$ cat src/inc/dither_port_pkg.sv
// constants shared by the host and device ends of the dither serial port
// assumes both ends run on clk_in and meet through dither_link_if
package dither_port_pkg;
  localparam int          WORD_BITS     = 24;
  localparam int          CHANNELS      = 16;
  localparam int          CNT_W         = 5;
  localparam logic [3:0]  CMD_ROUTE_LO  = 4'h9;
  localparam logic [3:0]  CMD_ROUTE_HI  = 4'hA;
  localparam logic [3:0]  CMD_SCALE_LO  = 4'hC;
  localparam logic [3:0]  CMD_SCALE_HI  = 4'hD;
  localparam logic [3:0]  CMD_INVERT    = 4'hB;
  localparam logic [3:0]  CMD_SPAN      = 4'h4;
  localparam int          CMD_POS       = 20;
  localparam int          SPAN_W        = 3;
  localparam logic [1:0]  ROUTE_FIRST   = 2'h1;
  localparam logic [1:0]  ROUTE_SECOND  = 2'h2;
  localparam logic [1:0]  SCALE_NONE    = 2'h0;
  localparam logic [15:0] INVERT_RESET  = 16'h0000;
  localparam logic [31:0] ROUTE_RESET   = 32'h0000_0000;
  localparam logic [31:0] SCALE_RESET   = 32'h0000_0000;
  localparam int          SCLK_DIV      = 4;
  localparam int          DIV_W         = 3;
endpackage : dither_port_pkg

$ cat src/inc/dither_link_if.sv
// four-wire serial link between host and device ends
// assumes one system clock; sclk is a plain sampled level
`timescale 1ns/1ns
`default_nettype none
interface dither_link_if;
  logic sclk;      // serial clock from host
  logic sdi;       // data into device
  logic sdo;       // data out of device
  logic sync_n;    // frame sync, active low
  modport host   (output sclk, output sdi, output sync_n, input sdo);
  modport device (input sclk, input sdi, input sync_n, output sdo);
endinterface : dither_link_if
`default_nettype wire

$ cat src/core/dither_port_device.sv
// device end: shifts 24-bit frames and keeps dither routing state
// assumes link levels are synchronous to clk_in
`timescale 1ns/1ns
`default_nettype none
module dither_port_device (
  input  wire logic                               clk_in,
  input  wire logic                               sys_rst_in,
  dither_link_if.device                           link,
  input  wire logic                               dither_input_first_in,
  input  wire logic                               dither_input_second_in,
  output logic [dither_port_pkg::CHANNELS-1:0]    channel_dither_out,
  output logic [2*dither_port_pkg::CHANNELS-1:0]  channel_scale_out,
  output logic [dither_port_pkg::CHANNELS-1:0]    channel_invert_out,
  output logic [dither_port_pkg::CHANNELS-1:0]    channel_span_set_out,
  output logic                                    word_done_out
);
  import dither_port_pkg::*;

  // frame receiver states, one flip-flop each
  typedef enum logic [2:0] {
    RX_IDLE  = 3'b001, // sync released, waiting for a frame
    RX_SHIFT = 3'b010, // frame open, at most one word seen
    RX_OVER  = 3'b100  // frame ran past one word and is dropped
  } rx_state_t;

  // receiver state and bit count of the open frame
  rx_state_t             rx_state_reg;
  rx_state_t             rx_state_next;
  logic [CNT_W-1:0]      count_reg;
  logic [CNT_W-1:0]      count_next;

  // shift register and the last serial clock level
  logic [WORD_BITS-1:0]  shift_reg;
  logic                  sclk_reg;

  // settings kept until the next matching command; span bits are kept until reset
  logic [2*CHANNELS-1:0] route_reg;
  logic [2*CHANNELS-1:0] scale_reg;
  logic [CHANNELS-1:0]   invert_reg;
  logic [CHANNELS-1:0]   span_reg;

  // per-channel dither levels, next and registered
  logic [CHANNELS-1:0]   dither_reg;
  logic [CHANNELS-1:0]   dither_next;

  // one-hot mask of the channel named by a four-bit address
  function automatic logic [CHANNELS-1:0] chan_mask(input logic [3:0] addr);
    logic [CHANNELS-1:0] mask;
    mask       = '0;
    mask[addr] = 1'b1;
    return mask;
  endfunction : chan_mask

  // a channel carries a tone only for the two codes that name an input
  function automatic logic is_routed(input logic [1:0] sel);
    return (sel == ROUTE_FIRST) || (sel == ROUTE_SECOND);
  endfunction : is_routed

  // tone chosen by a channel's two routing bits; 00 and 11 give none
  function automatic logic pick_tone(input logic [1:0] sel,
                                     input logic       first,
                                     input logic       second);
    logic tone;
    tone = 1'b0;
    if (sel == ROUTE_FIRST) begin
      tone = first;
    end else if (sel == ROUTE_SECOND) begin
      tone = second;
    end
    return tone;
  endfunction : pick_tone

  // serial clock fall against last cycle's level, and frame qualifiers
  wire fall_edge = sclk_reg & ~link.sclk;
  wire in_frame  = (rx_state_reg == RX_SHIFT) & ~link.sync_n;
  wire shift_en  = in_frame & fall_edge;
  wire full_word = (count_reg == CNT_W'(WORD_BITS));

  // a word is taken only when a frame of exactly one word closes
  wire word_ok   = (rx_state_reg == RX_SHIFT) & link.sync_n & full_word;

  // command fields of the received word
  wire [3:0]          cmd       = shift_reg[WORD_BITS-1:CMD_POS];
  wire [3:0]          chan_addr = shift_reg[7:4];
  wire [CHANNELS-1:0] payload   = shift_reg[CHANNELS-1:0];

  // command decode; each strobe lasts the one cycle of word_ok
  wire hit_route_lo = word_ok & (cmd == CMD_ROUTE_LO);
  wire hit_route_hi = word_ok & (cmd == CMD_ROUTE_HI);
  wire hit_scale_lo = word_ok & (cmd == CMD_SCALE_LO);
  wire hit_scale_hi = word_ok & (cmd == CMD_SCALE_HI);
  wire hit_invert   = word_ok & (cmd == CMD_INVERT);
  wire hit_span     = word_ok & (cmd == CMD_SPAN);

  // data out shows the top of the shift register
  assign link.sdo = shift_reg[WORD_BITS-1];

  // next receiver state; a bit past one word marks the frame for dropping
  always_comb begin
    rx_state_next = rx_state_reg;
    count_next    = count_reg;
    case (rx_state_reg)
      RX_IDLE: begin
        count_next = '0;
        if (!link.sync_n) begin
          rx_state_next = RX_SHIFT;
        end
      end
      RX_SHIFT: begin
        if (link.sync_n) begin
          rx_state_next = RX_IDLE;
        end else if (fall_edge && full_word) begin
          rx_state_next = RX_OVER;
        end else if (fall_edge) begin
          count_next = count_reg + 5'h01;
        end
      end
      RX_OVER: begin
        if (link.sync_n) begin
          rx_state_next = RX_IDLE;
        end
      end
      default: begin
        rx_state_next = RX_IDLE;
      end
    endcase
  end

  // receiver registers; sclk resets high so no false fall follows reset
  always_ff @(posedge clk_in) begin
    if (sys_rst_in) begin
      rx_state_reg <= RX_IDLE;
      count_reg    <= '0;
      sclk_reg     <= 1'b1;
    end else begin
      rx_state_reg <= rx_state_next;
      count_reg    <= count_next;
      sclk_reg     <= link.sclk;
    end
  end

  // shift the data line in, most significant bit first
  always_ff @(posedge clk_in) begin
    if (sys_rst_in) begin
      shift_reg <= '0;
    end else if (shift_en) begin
      shift_reg <= {shift_reg[WORD_BITS-2:0], link.sdi};
    end
  end

  // routing: low command covers channels 7..0, high command 15..8
  always_ff @(posedge clk_in) begin
    if (sys_rst_in) begin
      route_reg <= ROUTE_RESET;
    end else if (hit_route_lo) begin
      route_reg[CHANNELS-1:0] <= payload;
    end else if (hit_route_hi) begin
      route_reg[2*CHANNELS-1:CHANNELS] <= payload;
    end
  end

  // scaling: same channel split as routing
  always_ff @(posedge clk_in) begin
    if (sys_rst_in) begin
      scale_reg <= SCALE_RESET;
    end else if (hit_scale_lo) begin
      scale_reg[CHANNELS-1:0] <= payload;
    end else if (hit_scale_hi) begin
      scale_reg[2*CHANNELS-1:CHANNELS] <= payload;
    end
  end

  // inversion: one bit per channel, none after reset
  always_ff @(posedge clk_in) begin
    if (sys_rst_in) begin
      invert_reg <= INVERT_RESET;
    end else if (hit_invert) begin
      invert_reg <= payload;
    end
  end

  // span write unclamps its channel; only reset clamps it again
  always_ff @(posedge clk_in) begin
    if (sys_rst_in) begin
      span_reg <= '0;
    end else if (hit_span) begin
      span_reg <= span_reg | chan_mask(chan_addr);
    end
  end

  // one-cycle pulse after each accepted word
  always_ff @(posedge clk_in) begin
    if (sys_rst_in) begin
      word_done_out <= 1'b0;
    end else begin
      word_done_out <= word_ok;
    end
  end

  // routed tone, inverted where asked, on span-set channels; unrouted or unspanned channels stay quiet
  always_comb begin
    dither_next = '0;
    for (int i = 0; i < CHANNELS; i++) begin
      dither_next[i] = span_reg[i] & is_routed(route_reg[2*i +: 2]) &
                       (pick_tone(route_reg[2*i +: 2], dither_input_first_in,
                                  dither_input_second_in) ^ invert_reg[i]);
    end
  end

  // dither levels leave through flip-flops
  always_ff @(posedge clk_in) begin
    if (sys_rst_in) begin
      dither_reg <= '0;
    end else begin
      dither_reg <= dither_next;
    end
  end

  // scale, invert and span settings shown as kept; routing is not an output
  assign channel_dither_out   = dither_reg;
  assign channel_scale_out    = scale_reg;
  assign channel_invert_out   = invert_reg;
  assign channel_span_set_out = span_reg;
endmodule : dither_port_device
`default_nettype wire

$ cat src/flat_wrapper.sv
// flat-port wrapper written by rule: the top's interface ports become plain ports
module dither_port_device_flat import dither_port_pkg::*;
  (clk_in, sys_rst_in, dither_input_first_in, dither_input_second_in, channel_dither_out, channel_scale_out, channel_invert_out, channel_span_set_out, word_done_out, link_sclk, link_sdi, link_sync_n, link_sdo);
  dither_link_if link_i ();
  input  wire logic clk_in;
  input  wire logic sys_rst_in;
  input  wire logic dither_input_first_in;
  input  wire logic dither_input_second_in;
  output logic [dither_port_pkg::CHANNELS-1:0] channel_dither_out;
  output logic [2*dither_port_pkg::CHANNELS-1:0] channel_scale_out;
  output logic [dither_port_pkg::CHANNELS-1:0] channel_invert_out;
  output logic [dither_port_pkg::CHANNELS-1:0] channel_span_set_out;
  output logic word_done_out;
  input wire logic [$bits(link_i.sclk)-1:0] link_sclk;
  input wire logic [$bits(link_i.sdi)-1:0] link_sdi;
  input wire logic [$bits(link_i.sync_n)-1:0] link_sync_n;
  output wire logic [$bits(link_i.sdo)-1:0] link_sdo;
  assign link_i.sclk = link_sclk;
  assign link_i.sdi = link_sdi;
  assign link_i.sync_n = link_sync_n;
  assign link_sdo = link_i.sdo;
  dither_port_device u_core (.clk_in(clk_in), .sys_rst_in(sys_rst_in), .link(link_i), .dither_input_first_in(dither_input_first_in), .dither_input_second_in(dither_input_second_in), .channel_dither_out(channel_dither_out), .channel_scale_out(channel_scale_out), .channel_invert_out(channel_invert_out), .channel_span_set_out(channel_span_set_out), .word_done_out(word_done_out));
endmodule
$ cat config.mk
export PLATFORM = sky130hd
export DESIGN_NAME = dither_port_device_flat
export DESIGN_NICKNAME = d
export VERILOG_FILES = /design/src/inc/dither_port_pkg.sv /design/src/inc/dither_link_if.sv /design/src/core/dither_port_device.sv /design/src/flat_wrapper.sv
export SDC_FILE = /design/constraint.sdc
export NUM_CORES = 1
export LEC_CHECK = 0
export ABC_AREA = 1
export BUFFER_PORTS_ARGS = -buffer_cell sky130_fd_sc_hd__clkbuf_2
export CAP_MARGIN = 20
export CORE_UTILIZATION = 35
export CTS_CLUSTER_DIAMETER = 80
export CTS_CLUSTER_SIZE = 12
export DETAILED_ROUTE_END_ITERATION = 8
export PLACE_DENSITY = 0.58
export SYNTH_ARGS = -nofsm -noshare
export SYNTH_HDL_FRONTEND = slang
export SYNTH_SLANG_ARGS = --single-unit
$ cat constraint.sdc
create_clock -name clk_in -period 1.8 [get_ports clk_in]
set_input_delay 0.36 -clock clk_in [delete_from_list [all_inputs] [get_ports clk_in]]
set_output_delay 0.36 -clock clk_in [all_outputs]
set_load 0.05 [all_outputs]
Word level (Yosys, flattened, before mapping)
Index checks and enable logic that the tools add are counted.
{"block": "classes", "add_sub_neg": 1, "n_bitwise": 64, "order_cmp": 2, "n_mux": 43, "n_eq_ne": 48, "reduce_logical": 23}
{"op": "1-bit bitwise AND", "n": 43}
{"op": "1-bit 2-to-1 mux", "n": 33}
{"op": "2-bit by 1-bit equality test with 1-bit output, second input constant", "n": 16}
{"op": "2-bit equality test, second input constant", "n": 16}
{"op": "4-bit equality test, second input constant", "n": 5}
{"op": "1-bit logical OR", "n": 16}
{"op": "16-bit OR", "n": 1}
{"op": "1-bit bitwise XOR", "n": 16}
{"op": "5-bit 2-to-1 mux", "n": 3}
{"op": "3-bit 2-to-1 mux", "n": 4}
{"op": "5-bit one-hot mux with 2 select lines", "n": 1}
{"op": "3-bit one-hot mux with 3 select lines", "n": 1}
{"op": "2-bit inequality test, second input constant", "n": 4}
{"op": "5-bit by 1-bit adder with 5-bit output, second input constant", "n": 1}
{"op": "5-bit equality test, second input constant", "n": 1}
{"op": "4-bit by 5-bit less-than comparator with 1-bit output, second input constant", "n": 1}
{"op": "1-bit demux with 4-bit select", "n": 1}
{"op": "4-bit by 3-bit equality test with 1-bit output, second input constant", "n": 1}
{"op": "4-bit by 1-bit >= comparator with 1-bit output, second input constant", "n": 1}
{"op": "1-bit NOT", "n": 4}
{"op": "2-bit AND reduction", "n": 2}
{"op": "4-bit AND reduction", "n": 1}
{"op": "3-bit by 1-bit equality test with 1-bit output, second input constant", "n": 1}
{"op": "3-bit by 2-bit equality test with 1-bit output, second input constant", "n": 1}
{"op": "other kinds (6)", "n": 7}
{"block": "word_totals", "input_bits": 7, "regBits": 146, "word_cells": 193}

Longest topological paths before layout
Gate-level depths: netlist of the first run.
{"block": "depth", "depth_word": 6, "ltp_mapped": 11}

Worst setup path before layout of the first run
Ideal clock, no wire load.
{"block": "synth_path", "path_kind": "register -> register", "from": "register u_core.shift_reg[23]", "to": "register u_core.invert_reg[12], in the netlist u_core.channel_invert_out[12]", "path_stages_with_launch": 9, "path_buffers": 2, "setup_ns": 0.132, "required_time_ns": 1.668, "slack_ns": -0.105, "t_arrival_ns": 1.773, "path_cell_list": "dfxtp_1 > inv_1 > or2_1 > buf_2 > nor3_4 > nand2_2 > buf_6 > nand2_1 > a21oi_1"}
{"block": "synth_via", "elab_chain_len": 2}
{"element": "start: declaration", "line": "dither_port_device.sv:33", "rtl": "logic [WORD_BITS-1:0] shift_reg;"}
{"element": "start signal: assignment", "line": "dither_port_device.sv:147", "rtl": "shift_reg <= {shift_reg[WORD_BITS-2:0], link.sdi};"}
{"element": "4-bit equality test", "line": "dither_port_device.sv:92", "rtl": "wire hit_invert = word_ok & (cmd == CMD_INVERT);"}
{"element": "1-bit bitwise AND", "line": "dither_port_device.sv:92"}
{"element": "end signal: assignment", "line": "dither_port_device.sv:178", "rtl": "invert_reg <= payload;"}
{"element": "end: declaration", "line": "dither_port_device.sv:39", "rtl": "logic [CHANNELS-1:0] invert_reg;"}
No other way between the ends.
A chain may end at the register's enable or synchronous reset.

Worst setup path in the final report of the first run
{"block": "layout_path", "from": "register u_core.rx_state_reg[2]", "to": "register u_core.scale_reg[5], in the netlist u_core.channel_scale_out[5]"}
{"block": "layout_via", "elab_chain_len": 4}
{"element": "start: declaration", "line": "dither_port_device.sv:27", "rtl": "rx_state_t rx_state_reg;"}
{"element": "start signal: assignment", "line": "dither_port_device.sv:136", "rtl": "rx_state_reg <= rx_state_next;"}
{"element": "3-bit by 2-bit equality test with 1-bit output", "line": "dither_port_device.sv:80", "rtl": "wire word_ok = (rx_state_reg == RX_SHIFT) & link.sync_n & full_word;"}
{"element": "1-bit bitwise AND (2 in a row)", "line": "dither_port_device.sv:80"}
{"element": "1-bit bitwise AND", "line": "dither_port_device.sv:90", "rtl": "wire hit_scale_lo = word_ok & (cmd == CMD_SCALE_LO);"}
{"element": "end signal: indexed assignment", "line": "dither_port_device.sv:167", "rtl": "scale_reg[CHANNELS-1:0] <= payload;"}
{"element": "end signal: indexed assignment", "line": "dither_port_device.sv:169", "rtl": "scale_reg[2*CHANNELS-1:CHANNELS] <= payload;"}
{"element": "end: declaration", "line": "dither_port_device.sv:38", "rtl": "logic [2*CHANNELS-1:0] scale_reg;"}
No other way between the ends.

==> results.cfg, run 1 <==
[timing]
grt_setup_unrepaired = false
setup_viol = 0
relSlewSlack = 0.692
skew_ns = 0.00948
finalCriticalPeriod_ns = 1.67
worst_pin_slew_ns = 0.462
hold_viol = 0
fmax_mhz = 598
tns_ns = 0
drv_slew = 0
fin_crit_sh = 0.930

[worst_hold_path]
hp-class = input port to register

[power_and_ir_drop]
leakage_uw = 0.00309
clkPwrFrac = 0.532
cellPowerDensity_nw_per_um2 = 941
p_comb_frac = 0.032
seq_power_share = 0.435
total_power_uw = 7540
power.internal_uw = 5840
p_sw_frac = 0.225
switching_power_uw = 1700
ir_drop_mv = 0.600

[detailed_routing]
drc = 6
vias = 5843
wl_mm = 18.4
wl_per_cell_um = 15.7
met2_wirelength_mm = 8.52
firstDrtPassIters = 9
drtAntennaViolNets = 0
drt_iter0_markers = 382
wl_met3_um = 963
dr.max_layer_used = met4
drt-met1-wl_mm = 8.64
via_per_inst = 4.99

[global_route]
grt_pass1_vias = 5427
grt_max_degree = 46
grt.total_usage = 0.198
grt_first_pass_wirelength_mm = 29.5
overflow = 0
antenna_found_initial = 0

[job]
drv_cap = 0

[logic_synthesis]
syn-cell-area_um2 = 6490
ys_warn_count = 0
syn_avg_cell_area_um2 = 7.75
syn-num-nets = 878
seq_area_frac_synth = 0.450
ys_ff_latch = 146
synth_cells = 837
synth.distinct_cells = 29

[clocking]
cts_max_level = 4
clock_path_buffers = 2
root_buffer = clkbuf_16
ctsHoldBuffers = 0
clk_latency_ns = 0.43
cts_tree = done
clk_pin_slew_worst_paths_ns = 0.06
cts_made_buffers = 17
cts_sinks = 146

[layout]
area_growth_pct = 23.5
antenna_cells = 0
final_nets = 970
layout_commonest_cell = nand2_1
fin_util = 0.443
final_cells = 1171
final_cell_mix = 163 x nand2_1, 145 x dfxtp_1, 124 x a21oi_1, 95 x nand3_1, 87 x clkbuf_2
drive_gt1_frac = 0.193

[run_status]
run_status = finished with violations
violations = design-rule violations

[placement]
hpwl_mm = 12.5
dp.cells = 1136
routabilityCongestion = 0.813
port_buffers = 88

[setup_path]
crit_required_ns = 2.16
slowest_delay_ns = 0.33
critPathLaunchType = register
crit_slowest_cell = dfxtp_1
cp_num_buf_inv = 4
crit_arrival_ns = 2.03
path_cells = nor2_2, nand2_2, inv_2, nand2_2, nor2_4, buf_12, buf_12, buf_12, nand3_1, a21oi_1
crit_top_cell = buf_12
worstSetupPathType = register to register
crit_path_max_fanout = 16
crit_path_end_kind = register
cp_top_family = simple AND/OR/NAND/NOR gates

[floorplan]
start_util = 0.359
die_w_um = 138
die_area_um2 = 19100
rows = 49
ios = 89
dieHeight_um = 138
core_um2 = 18100
-- power groups by stage --
stage	clock network [µW]	logic (µW)	registers [µW]
floorplan	0	150	3340
global placement	0	238	3350
detailed placement	0	236	3350
CTS	4060	238	3280
global route	4210	265	3280
finish	4010	242	3280
-- layout make-up --
cell class	count	area, µm²
Inverter	58	221
Clock buffer	18	439
Timing Repair Buffer	123	805
Sequential cell	146	2920
Tap cell	229	287
Clock inverter	14	228
Timing Repair inverter	2	12.5
Fill cell	1795	10100
Multi-Input combinational cell	581	3100
-- path summary, 6_finish.rpt --
check                               from                          end  slack (ns)  depth (start not counted)
max reg2reg       u_core.rx_state_reg[2]  u_core.channel_scale_out[5]        0.13                         10
min reg2reg  u_core.channel_scale_out[6]  u_core.channel_scale_out[6]        0.47                          2
min                            link_sclk              u_core.sclk_reg        0.14                          2
max               u_core.rx_state_reg[2]  u_core.channel_scale_out[5]        0.13                         10
-- through the flow --
stage | setup WS, ns | hold WS (ns) | cell area (µm²)
final | 0.127 | 0.137 | 8020
after global routing | 0.00396 | 0.136 | 8020
after CTS | 0.0423 | 0.133 | 7950
after detailed placement | 0.0107 | 0.457 | 7280
after global placement | 0.0331 | 0.450 | 7280
after floorplan | 0.0765 | 0.450 | 6490
-- logic make-up after synthesis --
family,count (synthesis),share of synthesized area
and+or+nand+nor,362,0.252
buffers and inverters,110,0.0773
adders and majority gates,34,0.0655
AOI/OAI and AO/OA,168,0.132
xor gates and xnor gates,17,0.0229
DFF,146,0.450
-- synthesized netlist by cell type --
| library cell | instances | area share |
|---|---|---|
| nand2_1 | 163 | 0.094 |
| dfxtp_1 | 146 | 0.45 |
| a21oi_1 | 125 | 0.096 |
| nand3_1 | 95 | 0.073 |
| nor2_1 | 54 | 0.031 |
| inv_1 | 53 | 0.031 |
| ha_1 | 34 | 0.066 |
| o21ai_0 | 33 | 0.025 |
| clkbuf_1 | 26 | 0.015 |
| nand3b_1 | 15 | 0.017 |
| xnor2_1 | 14 | 0.019 |
| nor3_1 | 13 | 0.010 |
| buf_2 | 11 | 0.0085 |
| buf_4 | 10 | 0.012 |
| nand2_2 | 8 | 0.0077 |
| buf_6 | 5 | 0.0087 |
| inv_2 | 5 | 0.0029 |
| nor2_2 | 4 | 0.0039 |
| o21ai_1 | 4 | 0.0031 |
| a22oi_1 | 3 | 0.0035 |
| nand4_1 | 3 | 0.0029 |
| xor2_1 | 3 | 0.0040 |
| a211oi_1 | 2 | 0.0023 |
| nor2_4 | 2 | 0.0035 |
| nor3_4 | 2 | 0.0050 |
| nor4_1 | 1 | 0.00096 |
| o21bai_1 | 1 | 0.0012 |
| or2_1 | 1 | 0.00096 |
| or2_2 | 1 | 0.00096 |
-- worst register-to-register path: cells and delay by family (launching register included) --
kind / cells / cell delay [ns]
buffers and inverters: 4 / 0.52
DFF: 1 / 0.33
and+or+nand+nor: 5 / 0.60
AOI/OAI and AO/OA: 1 / 0.17
-- routing by layer --
layer | GRT usage | vias to the layer above
met5 | 0 | -
met4 | 0.0651 | 0
met3 | 0.0461 | 22
li1 | - | 2948
met1 | 0.267 | 2695
met2 | 0.313 | 178
-- repair_timing --
item | in CTS | in global routing
gates resized for setup | 1 | 11
setup endpoints to repair | 2 | 84
buffers inserted | 0 | 1
pin swaps | 0 | 4
cloned | 0 | 2
Power figures use the tool's default switching activity.
==> inputs of run 2 (changes only) <==
--- a/config.mk
+++ b/config.mk
@@ -5,7 +5,7 @@
 export SDC_FILE = /design/constraint.sdc
 export NUM_CORES = 1
 export LEC_CHECK = 0
-export ABC_AREA = 1
+export ABC_AREA = 0
 export BUFFER_PORTS_ARGS = -buffer_cell sky130_fd_sc_hd__clkbuf_2
 export CAP_MARGIN = 20
 export CORE_UTILIZATION = 35
==> run 2 against run 1 <==
The flow now finishes without violations; clock skew is 0.0017 ns higher; wire length is 13% lower; synthesized area is 2.7% higher; register-to-register slack worse by 0.02 ns; sequential share of layout area is 1.1 points lower; critical path type unchanged; largest cell class unchanged.
==> results.cfg, run 2 <==
[power_and_ir_drop]
p_comb_frac = 0.028
clkPwrFrac = 0.535
power.internal_uw = 5930
ir_drop_mv = 0.656
leakage_uw = 0.00351
cellPowerDensity_nw_per_um2 = 897
seq_power_share = 0.437
total_power_uw = 7410
p_sw_frac = 0.199
switching_power_uw = 1480

[logic_synthesis]
syn-cell-area_um2 = 6670
synthTopCellsByArea = dfxtp_1 44%, mux2i_1 12%, nand2b_1 11%
ys_warn_count = 0
syn-num-nets = 739
ys_ff_latch = 146
synth.top_cell.area_share = 0.439
synth_async_sr_flop_share = 0
seq_area_frac_synth = 0.439
synth_cells = 698
synth.distinct_cells = 40
synthFlopType = dfxtp_1
yosys-top-cells-count = 146 x dfxtp_1, 113 x nand2b_1, 82 x mux2i_1
yosys.area.top_type = dfxtp_1
syn_avg_cell_area_um2 = 9.55
synth_edf_count = 0
yosysMostFrequentCell = dfxtp_1

[detailed_routing]
via_per_inst = 4.92
firstDrtPassIters = 5
drc = 0
drt_iter0_markers = 234
wl_mm = 16.1
wl_per_cell_um = 15.4
drtAntennaViolNets = 0
vias = 5141

[setup_path]
r2r_start = u_core.count_reg[0]
crit_arrival_ns = 2.05
r2r_end = u_core.channel_scale_out[20]
crit_required_ns = 2.15
crit_path_end_kind = register
critPathLaunchType = register
crit_path_max_fanout = 16
reg2reg_depth = 7
worstSetupPathType = register to register
regToRegSetupSlack_ns = 0.10

[timing]
tns_ns = 0
whs_ns = 0.159
setup_viol = 0
grt_setup_unrepaired = false
fin_ws_ns = 0.102
fmax_mhz = 589
skew_ns = 0.0112
fin_crit_sh = 0.943
hold_viol = 0
relSlewSlack = 0.712
drv_slew = 0
worst_pin_slew_ns = 0.426
finalCriticalPeriod_ns = 1.70

[global_route]
grt_first_pass_wirelength_mm = 26.1
grt_max_degree = 46
grt.total_usage = 0.173
grt_pass1_vias = 4849
overflow = 0
antenna_found_initial = 0

[layout]
antenna_cells = 0
final_nets = 839
fin_util = 0.442
drive_gt1_frac = 0.206
area_growth_pct = 23.9
layout_commonest_cell = dfxtp_1
final_cell_mix = 145 x dfxtp_1, 113 x nand2b_1, 87 x clkbuf_2, 82 x mux2i_1, 46 x inv_1

[worst_hold_path]
hp-class = input port to register
holdPathEnd = u_core.sclk_reg
min_from = link_sclk
whs_path_depth = 2

[floorplan]
start_util = 0.356
rows = 50
core_um2 = 18700
dieHeight_um = 140
die_area_um2 = 19600
ios = 89
die_w_um = 140

[clocking]
ctsHoldBuffers = 0
cts_sinks = 146
clk_latency_ns = 0.43
clk_pin_slew_worst_paths_ns = 0.06
clock_path_buffers = 2
root_buffer = clkbuf_16
cts_tree = done
cts_max_level = 4
cts_made_buffers = 17

[job]
drv_cap = 0

[placement]
post-place-ws_ns = 0.0414
port_buffers = 88
routabilityCongestion = 0.774
hpwl_mm = 11.3

[run_status]
run_status = completed
[run 2: layer usage]
layer | vias up | GRT usage | routed length [µm]
met2 | 79 | 0.277 | 7460
met5 | - | 0 | 0
met4 | 0 | 0.0613 | 208
met3 | 14 | 0.0390 | 510
li1 | 2603 | - | -
met1 | 2445 | 0.228 | 7900
[run 2: stage by stage]
stage | instances | area [µm²]
floorplan | 698 | 6670
global placement | 1012 | 7580
detailed placement | 1012 | 7580
CTS | 1044 | 8250
global route | 1045 | 8260
finish | 1045 | 8260
[run 2: cell type report]
cell class | count | area (µm²)
tap | 234 | 293
clock inverter | 9 | 175
timing repair buffer | 125 | 812
inverter | 46 | 173
clock buffer | 23 | 488
multi-input combinational | 462 | 3400
fill | 1802 | 10400
sequential | 146 | 2920
[run 2: critical path: stages (launching register included)]
cell and delay [ns]:
dfxtp_1 0.33, inv_1 0.06, ha_1 0.20, and4b_2 0.27
buf_4 0.18, nand4_1 0.10, buf_6 0.25, mux2i_1 0.22
[run 2: cells by family (layout without fill, tap and decap cells)]
logic type      Yosys count  count (layout)  synth area share
simple gates            255             255             0.245
buf+inv                  90             203            0.0544
flops                   146             146             0.439
mux                      83              83             0.125
fa+ha+maj                34              34            0.0638
compound gates           89              89            0.0719
xor+xnor                  1               1           0.00131
[run 2: what timing repair did]
action | in CTS | in global routing
endpoints found under the setup margin | 1 | 23
pin swaps | 0 | 1
resized for setup | 1 | 3
setup buffers | 0 | 1
[run 2: worst max-delay path by stage]
| stage | slack (ns) | to | cells after the start | start |
|---|---|---|---|---|
| finish | 0.10 | u_core.channel_scale_out[20] | 7 | u_core.count_reg[0] |
| global route | 0.005 | u_core.channel_scale_out[20] | 7 | u_core.count_reg[0] |
| CTS | 0.06 | u_core.channel_scale_out[20] | 7 | u_core.count_reg[0] |
| detailed placement | 0.04 | u_core.count_reg[0] | 4 | link_sync_n |
| global placement | 0.04 | u_core.count_reg[0] | 4 | link_sync_n |
| floorplan | 0.03 | u_core.channel_scale_out[22] | 7 | u_core.count_reg[0] |
[run 2: power by group through the flow]
stage,combinational (µW),clock [µW],sequential [µW]
2_1_floorplan,124,0,3310
3_3_place_gp,204,0,3310
3_5_place_dp,205,0,3310
4_1_cts,206,4040,3240
5_1_grt,223,4170,3240
6_report,206,3960,3240
